File: src/gfpc_pkg.sv
package gfpc_pkg;

  // Gate timer: 256:1 prescaler in front of a 16-bit counter
  localparam int PRESC_DIV = 256;
  localparam int PRESC_W = 8;
  localparam int GATE_TMR_W = 16;
  // Highest system clock for which the gate fits in one pass (16 MHz)
  localparam int SYS_HZ_MAX = 32'h00F4_2400;
  // Gate ticks for one second at the highest system clock
  localparam logic [GATE_TMR_W-1:0] GATE_TICKS_DEF = GATE_TMR_W'(SYS_HZ_MAX / PRESC_DIV);
  // Timer value at which the gate opens
  localparam logic [GATE_TMR_W-1:0] GATE_OPEN_CMP = 16'h0001;

  // Below this gated result, if nonzero, a period measurement follows (25 kHz)
  localparam logic [31:0] PERIOD_LIMIT_HZ = 32'h0000_61A8;
  // Period measurement span in system clock cycles (10 million)
  localparam logic [31:0] PERIOD_TARGET_DEF = 32'h0098_9680;
  // Least high or low phase of the source during a period measurement
  localparam int MIN_PHASE_NS = 10000;

  // Fine result formats: mean period in cycles with fraction, frequency in mHz
  localparam int FRAC_BITS = 8;
  localparam int MHZ_PER_HZ = 32'h0000_03E8;
  localparam int DIV_W = 48;
  localparam int MEAN_W = 40;

  typedef enum logic [2:0] {
    GFPC_IDLE,
    GFPC_GATE,
    GFPC_PER_ARM,
    GFPC_PER_RUN,
    GFPC_CALC
  } gfpc_state_t;

endpackage

File: src/gfpc_counter.sv
`timescale 1ns/100ps
module gfpc_counter #(
  parameter int CLK_HZ = gfpc_pkg::SYS_HZ_MAX,
  parameter logic [15:0] GATE_TICKS = gfpc_pkg::GATE_TICKS_DEF,
  parameter logic [31:0] PERIOD_TARGET = gfpc_pkg::PERIOD_TARGET_DEF
) (
  input wire logic mclk,
  input wire logic rst,
  input wire logic start,
  input wire logic measured_input_pin,
  output logic busy,
  output logic [31:0] freq_hz,
  output logic freq_valid,
  output logic [gfpc_pkg::MEAN_W-1:0] mean_period_q8,
  output logic [gfpc_pkg::DIV_W-1:0] freq_mhz,
  output logic fine_valid
);

  localparam int W = gfpc_pkg::DIV_W;
  localparam logic [W-1:0] FREQ_NUM = W'(64'(CLK_HZ) * 64'(gfpc_pkg::MHZ_PER_HZ)
                                        * 64'(gfpc_pkg::PRESC_DIV));
  localparam logic [5:0] DIV_LAST = 6'(W - 1);

  typedef struct packed {
    logic s1;
    logic s2;
    logic s3;
    logic lvl;
    gfpc_pkg::gfpc_state_t st;
    logic gate;
    logic [31:0] edge_cnt;
    logic [31:0] freq_hz;
    logic freq_valid;
    logic [31:0] tcnt;
    logic [31:0] changes;
    logic [W-1:0] num;
    logic [W-1:0] rem;
    logic [W-1:0] den;
    logic [5:0] dcnt;
    logic dphase;
    logic [gfpc_pkg::MEAN_W-1:0] mean_q8;
    logic [W-1:0] freq_mhz;
    logic fine_valid;
  } gfpc_top_regs_t;

  gfpc_top_regs_t r_q;
  gfpc_top_regs_t r_d;

  logic gate_open;
  logic gate_close;
  logic tmr_arm;
  logic lvl_next;
  logic fall;
  logic chg;
  logic [31:0] edge_next;
  logic [31:0] tcnt_inc;
  logic [31:0] changes_inc;
  logic [W-1:0] rsh;
  logic [W-1:0] nsh;
  logic ge;

  gfpc_gate_timer #(
    .GATE_TICKS(GATE_TICKS)
  ) u_gate_timer (
    .mclk(mclk),
    .rst(rst),
    .arm(tmr_arm),
    .gate_open(gate_open),
    .gate_close(gate_close)
  );

  // Input filter: a new level counts once the second and third stages agree
  assign lvl_next = (r_q.s2 == r_q.s3) ? r_q.s3 : r_q.lvl;
  assign fall = r_q.lvl & ~lvl_next;
  assign chg = r_q.lvl ^ lvl_next;
  assign edge_next = r_q.edge_cnt + 32'(r_q.gate & fall);
  assign tcnt_inc = r_q.tcnt + 32'h0000_0001;
  assign changes_inc = r_q.changes + 32'h0000_0001;

  // One restoring division step per cycle
  assign rsh = {r_q.rem[W-2:0], r_q.num[W-1]};
  assign ge = (rsh >= r_q.den);
  assign nsh = {r_q.num[W-2:0], ge};

  always_comb begin
    r_d = r_q;
    tmr_arm = 1'b0;
    r_d.s1 = measured_input_pin;
    r_d.s2 = r_q.s1;
    r_d.s3 = r_q.s2;
    r_d.lvl = lvl_next;
    if (start) begin
      // A new request aborts any measurement in progress
      tmr_arm = 1'b1;
      r_d.st = gfpc_pkg::GFPC_GATE;
      r_d.gate = 1'b0;
      r_d.edge_cnt = '0;
      r_d.freq_valid = 1'b0;
      r_d.fine_valid = 1'b0;
    end else begin
      case (r_q.st)
        gfpc_pkg::GFPC_IDLE: begin
        end
        gfpc_pkg::GFPC_GATE: begin
          if (gate_open) begin
            r_d.gate = 1'b1;
          end
          r_d.edge_cnt = edge_next;
          if (gate_close) begin
            r_d.gate = 1'b0;
            r_d.freq_hz = edge_next;
            r_d.freq_valid = 1'b1;
            if (edge_next != '0 && edge_next < gfpc_pkg::PERIOD_LIMIT_HZ) begin
              r_d.st = gfpc_pkg::GFPC_PER_ARM;
            end else begin
              r_d.st = gfpc_pkg::GFPC_IDLE;
            end
          end
        end
        gfpc_pkg::GFPC_PER_ARM: begin
          if (chg) begin
            r_d.tcnt = '0;
            r_d.changes = '0;
            r_d.st = gfpc_pkg::GFPC_PER_RUN;
          end
        end
        gfpc_pkg::GFPC_PER_RUN: begin
          r_d.tcnt = tcnt_inc;
          if (chg) begin
            r_d.changes = changes_inc;
            // Stop on the first whole period once the span reaches the target
            if (tcnt_inc >= PERIOD_TARGET && r_q.changes[0]) begin
              r_d.num = {8'h00, tcnt_inc, 8'h00};
              r_d.den = {16'h0000, 1'b0, changes_inc[31:1]};
              r_d.rem = '0;
              r_d.dcnt = '0;
              r_d.dphase = 1'b0;
              r_d.st = gfpc_pkg::GFPC_CALC;
            end
          end
        end
        gfpc_pkg::GFPC_CALC: begin
          r_d.num = nsh;
          r_d.rem = ge ? rsh - r_q.den : rsh;
          r_d.dcnt = r_q.dcnt + 6'h01;
          if (r_q.dcnt == DIV_LAST) begin
            r_d.rem = '0;
            r_d.dcnt = '0;
            if (!r_q.dphase) begin
              r_d.mean_q8 = nsh[gfpc_pkg::MEAN_W-1:0];
              r_d.num = FREQ_NUM;
              r_d.den = {8'h00, nsh[gfpc_pkg::MEAN_W-1:0]};
              r_d.dphase = 1'b1;
            end else begin
              r_d.freq_mhz = nsh;
              r_d.fine_valid = 1'b1;
              r_d.st = gfpc_pkg::GFPC_IDLE;
            end
          end
        end
        default: begin
          r_d.st = gfpc_pkg::GFPC_IDLE;
        end
      endcase
    end
  end

  always_ff @(posedge mclk or posedge rst) begin
    if (rst) begin
      r_q <= '0;
    end else begin
      r_q <= r_d;
    end
  end

  assign busy = (r_q.st != gfpc_pkg::GFPC_IDLE);
  assign freq_hz = r_q.freq_hz;
  assign freq_valid = r_q.freq_valid;
  assign mean_period_q8 = r_q.mean_q8;
  assign freq_mhz = r_q.freq_mhz;
  assign fine_valid = r_q.fine_valid;
endmodule

File: src/gfpc_gate_timer.sv
`timescale 1ns/100ps
module gfpc_gate_timer #(
  parameter logic [15:0] GATE_TICKS = gfpc_pkg::GATE_TICKS_DEF
) (
  input wire logic mclk,
  input wire logic rst,
  input wire logic arm,
  output logic gate_open,
  output logic gate_close
);

  localparam logic [15:0] CLOSE_CMP = 16'(gfpc_pkg::GATE_OPEN_CMP + GATE_TICKS);

  typedef struct packed {
    logic en;
    logic [gfpc_pkg::PRESC_W-1:0] presc;
    logic [gfpc_pkg::GATE_TMR_W-1:0] cnt;
    logic open_p;
    logic close_p;
  } gfpc_tmr_regs_t;

  gfpc_tmr_regs_t r_q;
  gfpc_tmr_regs_t r_d;
  logic tick;

  assign tick = (r_q.presc == {gfpc_pkg::PRESC_W{1'b1}});

  always_comb begin
    r_d = r_q;
    r_d.open_p = 1'b0;
    r_d.close_p = 1'b0;
    if (arm) begin
      r_d.en = 1'b1;
      r_d.presc = '0;
      r_d.cnt = '0;
    end else if (r_q.en) begin
      r_d.presc = r_q.presc + 8'h01;
      if (tick) begin
        r_d.cnt = r_q.cnt + 16'h0001;
        // Both compares use the same registered path, so their latency is equal
        if (r_q.cnt == gfpc_pkg::GATE_OPEN_CMP) begin
          r_d.open_p = 1'b1;
        end
        if (r_q.cnt == CLOSE_CMP) begin
          r_d.close_p = 1'b1;
          r_d.en = 1'b0;
        end
      end
    end
  end

  always_ff @(posedge mclk or posedge rst) begin
    if (rst) begin
      r_q <= '0;
    end else begin
      r_q <= r_d;
    end
  end

  assign gate_open = r_q.open_p;
  assign gate_close = r_q.close_p;
endmodule

File: config.mk
export PLATFORM = sky130hd
export DESIGN_NAME = gfpc_counter
export DESIGN_NICKNAME = d
export VERILOG_FILES = /design/src/gfpc_pkg.sv /design/src/gfpc_counter.sv /design/src/gfpc_gate_timer.sv
export SDC_FILE = /design/constraint.sdc
export NUM_CORES = 1
export LEC_CHECK = 0
export BUFFER_PORTS_ARGS = -buffer_cell sky130_fd_sc_hd__buf_4
export CAP_MARGIN = 20
export CORE_UTILIZATION = 55
export CTS_BUF_LIST = sky130_fd_sc_hd__clkbuf_4
export DETAILED_ROUTE_END_ITERATION = 6
export PLACE_DENSITY = 0.73
export SKIP_LAST_GASP = 1
export SLEW_MARGIN = 20
export SYNTH_ARGS = -nofsm -noshare
export SYNTH_HDL_FRONTEND = slang
export SYNTH_SLANG_ARGS = --single-unit
File: constraint.sdc
create_clock -name mclk -period 35.1 [get_ports mclk]
set_input_delay 3.51 -clock mclk [delete_from_list [all_inputs] [get_ports mclk]]
set_output_delay 3.51 -clock mclk [all_outputs]
set_load 0.1 [all_outputs]
==> reports/summary.md, run 1 <==
The run finished with clean final reports. The run gives 1405 as the number of DRC markers in iteration 0. Setup repair after global routing left no endpoint under its margin. The number of enable-type register cells in the synthesized netlist works out to 0. For the final routed database, the setup TNS stands at 0 ps.

Counting instances, the worst hold path has a depth of 0. After detailed placement, the design holds a cell count of 2822. Row generation in the floorplan step produced 74 rows. 127 I/O pins were placed. The run gives 0 as the final count of pins violating max slew. The share of synthesized registers carrying an async set or reset was 100%; the met3 routed wirelength was 3440 um. Once the clock tree was built, the setup fixing pass inserted 0 buffers.

The top cell type by area accounts for 43.2% of the synthesized area. From synthesis to final layout, the design area changed by 7.09%. The largest fanout on the critical path came out at 84.

The startpoint identified for the worst register-to-register timing path is r_q[272]. The first TritonRoute pass finished after 5 iterations. The worst clock skew on the final layout was 61.9 ps. The floorplan step defined a core boundary enclosing 40900 um^2. During placement, the flow inserted port buffers numbering 126.

The total placed instance area is 23100 um^2, and the count of max-cap constraint violations is 0. Of the total synthesized cell area, the portion taken by AND, OR, NAND and NOR gates is 15.8%. After synthesis the netlist holds a flip-flop and latch count of 395.

The final clock period utilization by the worst path is 16.1%, and the power density normalized to cell area is 36.2 nW/um^2. The logs give 2 for the number of antenna violations at the first check in global routing and 395 for the clock net sink count. After detailed routing, the number of remaining DRC violations is 0. In this run the remaining antenna-violating nets after routing total 0.

CTS placed an instance of clkbuf_4 at the clock tree root. In this run the number of H-tree levels came out at 3. With fillers left out, the area of the finished cells amounts to 24500 um^2.

The smallest clock period supported by the final layout is computed as 5660 ps. The die is 206 um wide. For this run, the top clock speed supported by timing is 177 MHz. The leakage power summed over all cells came out at 11.7 nW.

The congestion estimate from routability-driven global placement came to 0.924. The highest metal layer carrying signal wires in the routed design is met4. The sequential share of the synthesized area came out at 43.2%. The most frequent cell after synthesis is dfrtp_1. Wires add up to 56100 um.

The number of cells on the worst reg-to-reg path is 11. For the number of instances in the synthesized netlist, the log shows 2422. The post-synthesis area per instance came out at 9.44 um^2.

During synthesis, Yosys emitted a total of 0 warnings. The library cell occupying the most area in the post-synthesis netlist is dfrtp_1. Number of global-route vias before repair: 17500. TritonCTS built the clock tree. The total overflow left after global routing is 0. By area, the combinational part of the netlist is dominated by simple AND/OR/NAND/NOR gates. In the global route stage, overall resource usage came out at 27.1%. The worst setup path is launched from a primary input. Of the total synthesized cell area, the portion taken by full adders, half adders and majority gates is 2.77%.

In the final layout, the share of cells above drive strength 1 is 18.2%. The die covers 42400 um^2. For this block, wires on met1 add up to 25000 um. The height of the die was 206 um. The synthesized netlist devotes 14.6% of its cell area to compound gates. The number of vias after detailed routing is 18000. The slew at the pin with the worst max-slew slack is 1040 ps. The clock slew at the register clock pins of the worst setup and hold paths was 60 ps. The placed wire-length estimate was 38100 um. The run gives 3 as the maximum buffer depth of the clock tree. After synthesis, the netlist uses 72 different library cells. The xor/xnor share of the synthesized area is 6.24%.

The startpoint identified for the worst hold timing path is r_d[375]. STA classifies the critical path endpoint as a register. At the end of the flow, the number of nets in the layout was 2454. Hold repair after CTS inserted 0 buffers. The worst-case IR drop observed on VDD is 0.0000353 V.

Total power for the finished layout comes to 0.887 mW. The first global-routing pass estimated 91200 um of wire. The first element of the critical path is start. Dividing the detail-routed wire length by the instance count gives 18.7 um. The run gives 880 ps as the clock insertion delay at the later pin of the skew report.

Dividing the detail-routed via count by the number of cells gives 5.98. Excluding fillers, the count of instances in the completed layout stands at 3009. The relative slew slack is 30.4%, and the worst-case hold slack is 351 ps.

Worst endpoint data arrival time: 6400 ps. For this run, the leading register cell type out of synthesis is dfrtp_1. The number of clock buffers added by TritonCTS is 107. In the synthesized netlist, mux cells make up 9.20% of the area. The final count of negative-setup-slack endpoints was 0; the post-synthesis net count was 2476. The total count of hold-check failures in the final report is 0. The run gives 168 as the largest net degree at the start of global routing.

Post-CTS repair changed the size of 0 cells. Data on the critical path is required at its endpoint by 35840 ps. The run gives 26300 um as the wire length on met2. The kind of critical path was primary input to register. Counting instances in the post-synthesis netlist gives the leading cell types as 395 x dfrtp_1, 201 x nand2_1, 199 x nor2_1. After synthesis, the cell types taking the most area are dfrtp_1 43%, mux2_2 5.7%, buf_4 4.2%. Type of the tightest min-delay check: register to register.

The initial utilization of the core area, before any placement, comes to 55.9%. The area of the mapped netlist was 22900 um^2.
## flip-flops by register name, summed over array words and instances (netlist names)
| name | cells |
|---|---|
| r_q | 197 |
| freq_mhz | 48 |
| nsh | 47 |
| mean_period_q8 | 40 |
| freq_hz | 32 |
| u_gate_timer.r_q | 25 |
| r_d | 2 |
| fine_valid | 1 |
| freq_valid | 1 |
| u_gate_timer.gate_close | 1 |
| u_gate_timer.gate_open | 1 |
## metrics by stage
step           utilization, %  setup slack, ps
3_3_place_gp             56.5            28680
2_1_floorplan               -            20610
5_1_grt                  59.8            29330
4_1_cts                  59.7            29410
6_report                 59.8            29440
3_5_place_dp             56.5            28610
## report_power, final
group	switching (mW)	total (mW)	internal, mW
Sequential	0.00134	0.458	0.456
Combinational	0.0153	0.0176	0.00232
Clock	0.198	0.412	0.214
## cell families after synthesis
family / Yosys count
AND/OR/NAND/NOR: 745
XOR/XNOR: 163
adder cells (fa/ha/maj): 50
flip-flops: 395
multiplexers: 193
AO/OA/AOI/OAI: 525
buffers and inverters: 351
## critical path: stages
cell and delay, ps:
buf_4 670, nor2_1 300, a21oi_4 580, buf_4 880
mux2_2 420
## routing by layer
| metal | up-vias | global-route usage, % |
|---|---|---|
| met5 | - | 0 |
| met4 | 0 | 9.24 |
| met3 | 123 | 5.20 |
| met2 | 589 | 42.7 |
| met1 | 8813 | 37.5 |
| li1 | 8475 | - |
## area by class of cell
cell class,count,area (um^2)
repair buffers,146,1130
multi-input cells,1676,11200
fillers,3523,16400
flip-flops and latches,395,9880
well taps,532,666
clock inverters,34,220
inverters,74,285
diodes,5,12.5
clock buffers,147,1100
## final timing paths
kind | endpoint | slack [ps]
min reg2reg | r_d[374] | 350
max reg2reg | nsh[27] | 29770
max in group asynchronous | mean_period_q8[18] | 30160
max | nsh[27] | 29440
min | r_d[374] | 350
min in group asynchronous | freq_hz[19] | 2760
## placed cells by master (no fill, tap or decap), types with 29 or more instances in the layout
cell and count:
dfrtp_1 395, nand2_1 199, nor2_1 196, clkbuf_4 147
buf_4 144, o21ai_0 141, a21oi_1 129, mux2_2 116
xnor2_1 90, nand3_1 78, inv_1 73, xor2_1 73
mux2i_1 56, ha_1 49, nor3_1 46, a21o_1 42
and3_1 39, nand4_1 38, or3_1 31, o22ai_1 29
Note: power is estimated with default switching activity, not from simulation.
==> run 2, diff against run 1 <==
clock period = 5.85 ns   (was 35.1 ns; I/O delays follow)
==> reports/summary.md, run 2 (synthesis results as in run 1) <==
The leakage power summed over all cells was 11.7 nW (about the same); the endpoint required time on the critical path was 6550 ps (was 35840 ps). Area of the placeable core: 40900 um^2 (unchanged). The flow ran to the end, and the final reports show no timing, DRC or antenna violations.

The run gives 0 (unchanged) as the count of max-cap constraint violations. The critical path endpoint category was a register (unchanged). The number of antenna violations at the first check in global routing was 3 (was 2). The setup slack after placement is 1240 ps (was 28610 ps).

Path depth of the worst reg2reg path: 11 (unchanged). The worst reg2reg path startpoint is r_q[272] (unchanged). The type of the tightest min-delay check was primary input to register (was register to register).

For the maximum buffer depth of the clock tree, the log shows 3 (unchanged). The kind of critical path is register to register (was primary input to register). The global placement routability congestion is 0.892 (was 0.924), and the number of primary I/O pins is 127 (unchanged). Setup repair after global routing left no endpoint under its margin.

The height of the die came out at 206 um (unchanged). The number of port buffers was 126 (unchanged). For the fraction of power consumed by the clock network, the log shows 46.1% (was 46.5%). The fraction of power consumed by sequential logic is 51.9% (was 51.6%), and the number of vias after detailed routing is 17900 (was 18000).

The worst-case hold slack came out at 113 ps (was 351 ps). The clock tree root buffer cell is clkbuf_4 (unchanged). The run gives 215 MHz as the highest clock frequency the design can meet. The summed negative setup slack over all endpoints was 0 ps (unchanged); the internal power contribution was 4.03 mW (was 0.673 mW). Relative slew slack: 29.8% (was 30.4%). The switching power as a share of total power is 23.8% (was 24.2%), and the number of antenna-violating nets in the routed design is 0 (unchanged). The run gives 3 (unchanged) as the number of levels the H-tree was split into.

The element type at the critical path start was a register (was a primary input). The global routing usage summed across all routing layers was 27.2% (was 27.1%); the post-CTS resize count was 0 (unchanged). The die span in x was 206 um (unchanged); the worst endpoint data arrival time was 5360 ps (was 6400 ps). The tools report the number of DRC markers in iteration 0 as 1399 (was 1405). The run gives 1190 ps (was 29440 ps) as the setup slack of the critical path after layout. The number of rows created at floorplan is 74 (unchanged). The initial core utilization is 55.9% (unchanged), and the number of iterations in the first detailed-routing pass is 5 (unchanged). The slew at the pin with the worst max-slew slack was 1050 ps (was 1040 ps); the post-route minimum period was 4660 ps. The tools report the worst clock skew on the final layout as 61.8 ps (was 61.9 ps).

The layout filler cell count is 3450 (was 3523). The logs give 161 (was 168) for the largest net degree at the start of global routing and 0 (unchanged) for the final count of negative-setup-slack endpoints. The detail-routed net length per standard cell came out at 18.8 um (was 18.7 um). The critical register-to-register path endpoint is nsh[14] (was nsh[27]). The residual DRC count is 0 (unchanged).

The hold path startpoint was start (was r_d[375]). The run gives 395 (unchanged) as the clock net sink count. Worst hold path cell count: 2 (was 0).

The run gives 0 (unchanged) as the final count of pins violating max slew. Highest-count cells in the layout ignoring fill and taps: 395 x dfrtp_1, 199 x nand2_1, 196 x nor2_1 (unchanged). The clock slew at the register clock pins of the worst setup and hold paths was 70 ps (was 60 ps); the proportion of power drawn by combinational gates was 2.1% (was 2.0%).

The total placed instance area was 23100 um^2 (about the same); the maximum ir drop on the vdd rail was 0.000174 V (was 0.0000353 V). The run gives 38800 um (was 38100 um) as the placed wire-length estimate. The final clock period utilization by the worst path works out to 79.6%. The area growth from synthesis to final layout works out to 7.16% (was 7.09%). For the final layout net count, the log shows 2452 (was 2454). The CTS buffer count is 104 (was 107).

Global-route wire length before repair: 91100 um (was 91200 um). The vias per cell works out to 5.95 (was 5.98). The tools report the total count of hold-check failures in the final report as 0 (unchanged). Total congestion overflow after global routing: 0 (unchanged). The largest fanout on the critical path works out to 34 (was 84). The layout cell share with drive strength beyond 1 was 18.4% (was 18.2%); the hold buffer count at cts was 2 (was 0). The run gives 56500 um (was 56100 um) as the routed wire length. The power density normalized to cell area was 216 nW/um^2 (was 36.2 nW/um^2).

End of the worst hold path: r_q[348] (was r_d[374]). The register with the most flip-flops was r_q (unchanged). The switching power of the nets is 1.26 mW (was 0.215 mW). The final standard cell area without fillers came out at 24500 um^2 (about the same). TritonCTS built the clock tree. The number of global-route vias before repair is 17500 (about the same). The die area is 42400 um^2 (unchanged).

The commonest non-fill, non-tap cell in the layout was dfrtp_1 (unchanged). The buffers inserted during post-CTS setup optimization is 0 (unchanged), and the clock insertion delay at the later pin of the skew report is 870 ps (was 880 ps). The number of flip-flops in the largest register was 197 (unchanged); the total chip power was 5.29 mW (was 0.887 mW).

Setup slack of the worst register-to-register path: 1190 ps (was 29770 ps).
run 2: cell types whose count changed in the layout (fill, tap and decap cells not counted), moves of 2 or more:
cell	before	now
dlygate4sd3_1	0	2
clkbuf_4	147	152
clkinv_1	25	22
diode_2	5	2
clkinvlp_4	0	3
run 2: how the worst max path moves through the flow:
stage / from / to / slack [ps] / cells after the start
3_3_place_gp: r_q[272] / nsh[14] / 1440 / 11
4_1_cts: r_q[272] / nsh[14] / 1200 / 11
2_1_floorplan: rst / fine_valid / -50 / 1
3_5_place_dp: r_q[272] / nsh[15] / 1240 / 11
6_report: r_q[272] / nsh[14] / 1190 / 11
5_1_grt: r_q[272] / r_q[97] / 920 / 11
run 2: final cells by class:
cell class	instances	area [um^2]	share of cell area, %
well taps	532	666	2.72
flip-flops and latches	395	9880	40.3
clock inverters	31	193	0.786
repair buffers	147	1130	4.63
diodes	2	5.00	0.0204
clock buffers	152	1140	4.66
inverters	74	282	1.15
multi-input cells	1676	11200	45.7
run 2: worst max-delay path: stages (launching register included):
cell and delay, ps:
dfrtp_1 460, ha_1 310, nand3_1 400, or2_1 470, nor3_2 350, nand4b_1 150, a32o_1 230, or4_1 470
or2_1 320, a21oi_4 420, buf_4 500, mux2_2 390
run 2: power by group through the flow:
stage / Sequential [mW] / Clock (mW) / Combinational [mW]
finish: 2.74 / 2.44 / 0.109
global route: 2.74 / 2.66 / 0.124
CTS: 2.74 / 2.51 / 0.113
detailed placement: 2.80 / 0 / 0.112
global placement: 2.80 / 0 / 0.110
floorplan: 2.79 / 0 / 0.0768
run 2: metal layers:
| metal | track usage, % | wire (um) | up-vias |
|---|---|---|---|
| met3 | 5.80 | 3720 | 86 |
| met1 | 37.1 | 24900 | 8765 |
| li1 | - | - | 8451 |
| met5 | 0 | 0 | - |
| met2 | 42.8 | 26700 | 589 |
| met4 | 10.0 | 1220 | 0 |
run 2: per-stage QoR:
step	utilization (%)	instances
floorplan	-	2422
global placement	56.5	2822
detailed placement	56.5	2822
CTS	59.8	3007
global route	59.9	3009
finish	59.9	3009
==> run 3, diff against run 2 <==
ABC_AREA = 1   (was unset)
clock period = 4.45 ns   (was 5.85 ns; I/O delays follow)
==> reports/summary.md, run 3 <==
The power density normalized to cell area was 331 nW/um^2 (was 216 nW/um^2). The highest routed metal layer was met4 (unchanged). Dominant cells by area after synthesis: dfrtp_1 43%, nand2_1 12%, o21ai_0 7.0% (was dfrtp_1 43%, mux2_2 5.7%, buf_4 4.2%). The setup slack of the worst register-to-register path is 1020 ps (was 1190 ps), and the final count of pins violating max slew is 0 (unchanged). The tools report the buffers inserted during post-CTS setup optimization as 0 (unchanged). The prevailing post-synth register cell was dfrtp_1 (unchanged).

The logs give 3499 (was 2822) for the number of instances in the placed design and 0 (unchanged) for the number of antenna-violating nets in the routed design. The count of max-cap constraint violations came out at 0 (unchanged). The post-route minimum period was 3430 ps (was 4660 ps); the post-synthesis area per instance was 7.51 um^2 (was 9.44 um^2). The tools report the hold path startpoint as measured_input_pin (was start). The path depth of the worst reg2reg path is 18 (was 11). Commonest non-fill, non-tap cell in the layout: nand2_1 (was dfrtp_1). Highest-count cells in the layout ignoring fill and taps: 757 x nand2_1, 395 x dfrtp_1, 381 x inv_1 (was 395 x dfrtp_1, 199 x nand2_1, 196 x nor2_1).

Most common cell type on the critical path: nand2_1 (was or2_1). Number of rows created at floorplan: 74 (unchanged). The tools report the setup slack after placement as 1090 ps (was 1240 ps).

Total congestion overflow after global routing: 0 (unchanged). Cells along the critical path: ha_1 > nand2_2 > nor2_8 > nand2_4 > nor2_4 > nand2_1 > o21ai_1 > nand2_1 > nor2_1 > nand2_1 > nor2_2 > nand3_2 > nand2_4 > nand2_4 > nand2_2 > buf_12 > nand2_1 > o21ai_1 (was ha_1 > nand3_1 > or2_1 > nor3_2 > nand4b_1 > a32o_1 > or4_1 > or2_1 > a21oi_4 > buf_4 > mux2_2). The post-synthesis net count was 3088 (was 2476); the CTS buffer count was 107 (was 104). For the number of global-route vias before repair, the log shows 19600 (was 17500). The flow ran to the end, and the final reports show no timing, DRC or antenna violations. The clock tree root buffer cell was clkbuf_4 (unchanged). The end of the worst hold path is r_d[375] (was r_q[348]). The number of port buffers works out to 126 (unchanged).

The detail-routed net length per standard cell was 17.4 um (was 18.8 um); the initial core utilization was 55.8% (was 55.9%). The library cell occupying the most area in the post-synthesis netlist was dfrtp_1 (unchanged). The wire length on met2 was 30100 um (was 26700 um). The register with the most flip-flops is r_q (unchanged).

Worst hold path cell count: 2 (unchanged). The relative slew slack was 37.9% (was 29.8%). The fraction of power consumed by sequential logic was 46.5% (was 51.9%). The global-route wire length before repair is 103000 um (was 91100 um). The maximum buffer depth of the clock tree was 3 (unchanged). The tools report the element type at the critical path start as a register (unchanged). The post-CTS resize count was 0 (unchanged); the number of antenna violations at the first check in global routing was 2 (was 3). The global placement routability congestion was 0.975 (was 0.892); the highest clock frequency the design can meet was 291 MHz (was 215 MHz). The maximum cell stage delay along the critical path is 470 ps (was 500 ps). The tools report the worst clock skew on the final layout as 92.9 ps (was 61.8 ps). The fraction of power consumed by the clock network is 39.5% (was 46.1%), and the number of DRC markers in iteration 0 is 1675 (was 1399). The synthesis-stage register bit count works out to 395 (unchanged). The most frequent cell after synthesis is nand2_1 (was dfrtp_1). The leakage power summed over all cells came out at 12.7 nW (was 11.7 nW). The number of enable-type register cells in the synthesized netlist was 0 (unchanged).

Worst-case hold slack: 193 ps (was 113 ps). The number of primary I/O pins is 127 (unchanged), and the share of synthesized registers carrying an async set or reset is 100% (unchanged). The hold buffer count at cts was 3 (was 2); the placed wire-length estimate was 46500 um (was 38800 um). The summed negative setup slack over all endpoints was 0 ps (unchanged); the area growth from synthesis to final layout was 8.34% (was 7.16%).

The number of levels the H-tree was split into was 3 (unchanged); the core utilization of the finished layout was 60.4% (was 59.9%). The number of vias after detailed routing was 20400 (was 17900); the largest net degree at the start of global routing was 123 (was 161). The tools report the number of iterations in the first detailed-routing pass as 6 (was 5). The tools report the global routing usage summed across all routing layers as 31.0% (was 27.2%). The residual DRC count is 0 (unchanged), and the area of the mapped netlist is 22800 um^2 (was 22900 um^2). The clock insertion delay at the later pin of the skew report was 920 ps (was 870 ps).

For the met3 routed wirelength, the log shows 3220 um (was 3720 um). Worst reg2reg path startpoint: r_q[273] (was r_q[272]). The type of the tightest min-delay check is primary input to register (unchanged). The slew at the pin with the worst max-slew slack is 930 ps (was 1050 ps). The endpoint required time on the critical path was 5230 ps (was 6550 ps); the final standard cell area without fillers was 24700 um^2 (was 24500 um^2).

The run gives 3133 (was 2452) as the final layout net count. The run gives 3034 (was 2422) as the number of instances in the synthesized netlist. The internal power contribution is 5.60 mW (was 4.03 mW). The run gives 0 (unchanged) as the total count of hold-check failures in the final report. The portion of synthesized cell area occupied by the leading cell type was 43.4% (was 43.2%); the switching power of the nets was 2.58 mW (was 1.26 mW). The number of distinct library cell variants in the gate-level netlist after synthesis came out at 52 (was 72).

Most common library cells after synthesis: 758 x nand2_1, 395 x dfrtp_1, 383 x inv_1 (was 395 x dfrtp_1, 201 x nand2_1, 199 x nor2_1). The largest fanout on the critical path is 45 (was 34). The height of the die works out to 206 um (about the same). The kind of critical path was register to register (unchanged). The switching power as a share of total power is 31.5% (was 23.8%). The run gives 4210 ps (was 5360 ps) as the worst endpoint data arrival time.

The sequential share of the synthesized area was 43.4% (was 43.2%). Vias per cell: 5.50 (was 5.95). The layout cell share with drive strength beyond 1 was 11.4% (was 18.4%).

TritonCTS built the clock tree. Slowest library cell on the worst path: nand2_2 (was buf_4). The non-filler instance count after layout came out at 3701 (was 3009).

The run gives 8.17 mW (was 5.29 mW) as the total chip power. The critical path endpoint category is a register (unchanged). The clock net sink count was 395 (unchanged).

Setup repair after global routing left no endpoint under its margin. The number of flip-flops in the largest register came out at 197 (unchanged). The proportion of power drawn by combinational gates was 14.0% (was 2.1%); the die span in x was 206 um (about the same). The area of the placeable core came out at 40800 um^2 (was 40900 um^2). For the maximum ir drop on the vdd rail, the log shows 0.000268 V (was 0.000174 V). The logs give 3800 (was 3450) for the layout filler cell count and 1020 ps (was 1190 ps) for the setup slack of the critical path after layout. The number of synthesis warnings came out at 0 (unchanged). The routed wire length is 64400 um (was 56500 um). The die area is 42200 um^2 (was 42400 um^2). The wire length the detailed router placed on met1 is 29100 um (was 24900 um).

Clock slew at the register clock pins of the worst setup and hold paths: 80 ps (was 70 ps). The critical register-to-register path endpoint is r_q[150] (was nsh[14]). The tools report the total placed instance area as 23300 um^2 (was 23100 um^2).

The final clock period utilization by the worst path was 77.2% (was 79.6%). The final count of negative-setup-slack endpoints is 0 (unchanged).
==> run 3: cell types whose count changed in the layout (fill, tap and decap cells not counted), sizes merged, moves of 74 or more <==
cell,change
nand2,+567
xnor2,-78
o22ai,+74
mux2,-137
o21ai,+244
inv,+315
==> run 3: cell type report <==
cell class	count	area (um^2)	area share, %
Tap cell	532	666	2.70
Clock inverter	39	168	0.679
Clock buffer	156	1170	4.74
Multi-Input combinational cell	2029	10000	40.7
Antenna cell	4	10.0	0.0406
Inverter	390	1470	5.95
Sequential cell	395	9880	40.0
Timing Repair Buffer	156	1270	5.13
==> run 3: worst max-delay path by stage <==
stage                     depth (start not counted)  startpoint  slack, ps    endpoint
after floorplan                                   1         rst      -1310  fine_valid
after global placement                           15    r_q[278]       1150    r_q[114]
after detailed placement                         18    r_q[272]       1090    r_q[150]
after CTS                                        18    r_q[273]       1040    r_q[150]
after global routing                             18    r_q[273]        740    r_q[149]
final                                            18    r_q[273]       1020    r_q[150]
==> run 3: cells by family after synthesis <==
logic type	count (synthesis)	share of synthesized area [%]
flops	395	43.4
simple gates	1274	23.3
mux	2	0.0879
xor+xnor	67	2.58
fa+ha+maj	50	2.78
compound gates	636	15.3
buf+inv	610	12.5
==> run 3: critical path, delay by kind of cell (launching register included) <==
| kind | cells | cell delay, ps |
|---|---|---|
| flops | 1 | 390 |
| simple gates | 14 | 2100 |
| buf+inv | 1 | 300 |
| fa+ha+maj | 1 | 220 |
| compound gates | 2 | 220 |
==> run 3: per-layer routing <==
metal / track usage, % / vias to the layer above
met3: 5.07 / 125
met5: 0 / -
met4: 12.1 / 0
li1: - / 9929
met2: 49.2 / 612
met1: 42.3 / 9701
==> run 3: power groups by stage <==
stage | registers, mW | clock network [mW] | logic [mW]
detailed placement | 3.86 | 0 | 1.14
floorplan | 3.84 | 0 | 0.921
global placement | 3.86 | 0 | 1.13
finish | 3.80 | 3.23 | 1.14
CTS | 3.80 | 3.29 | 1.14
global route | 3.81 | 3.48 | 1.25
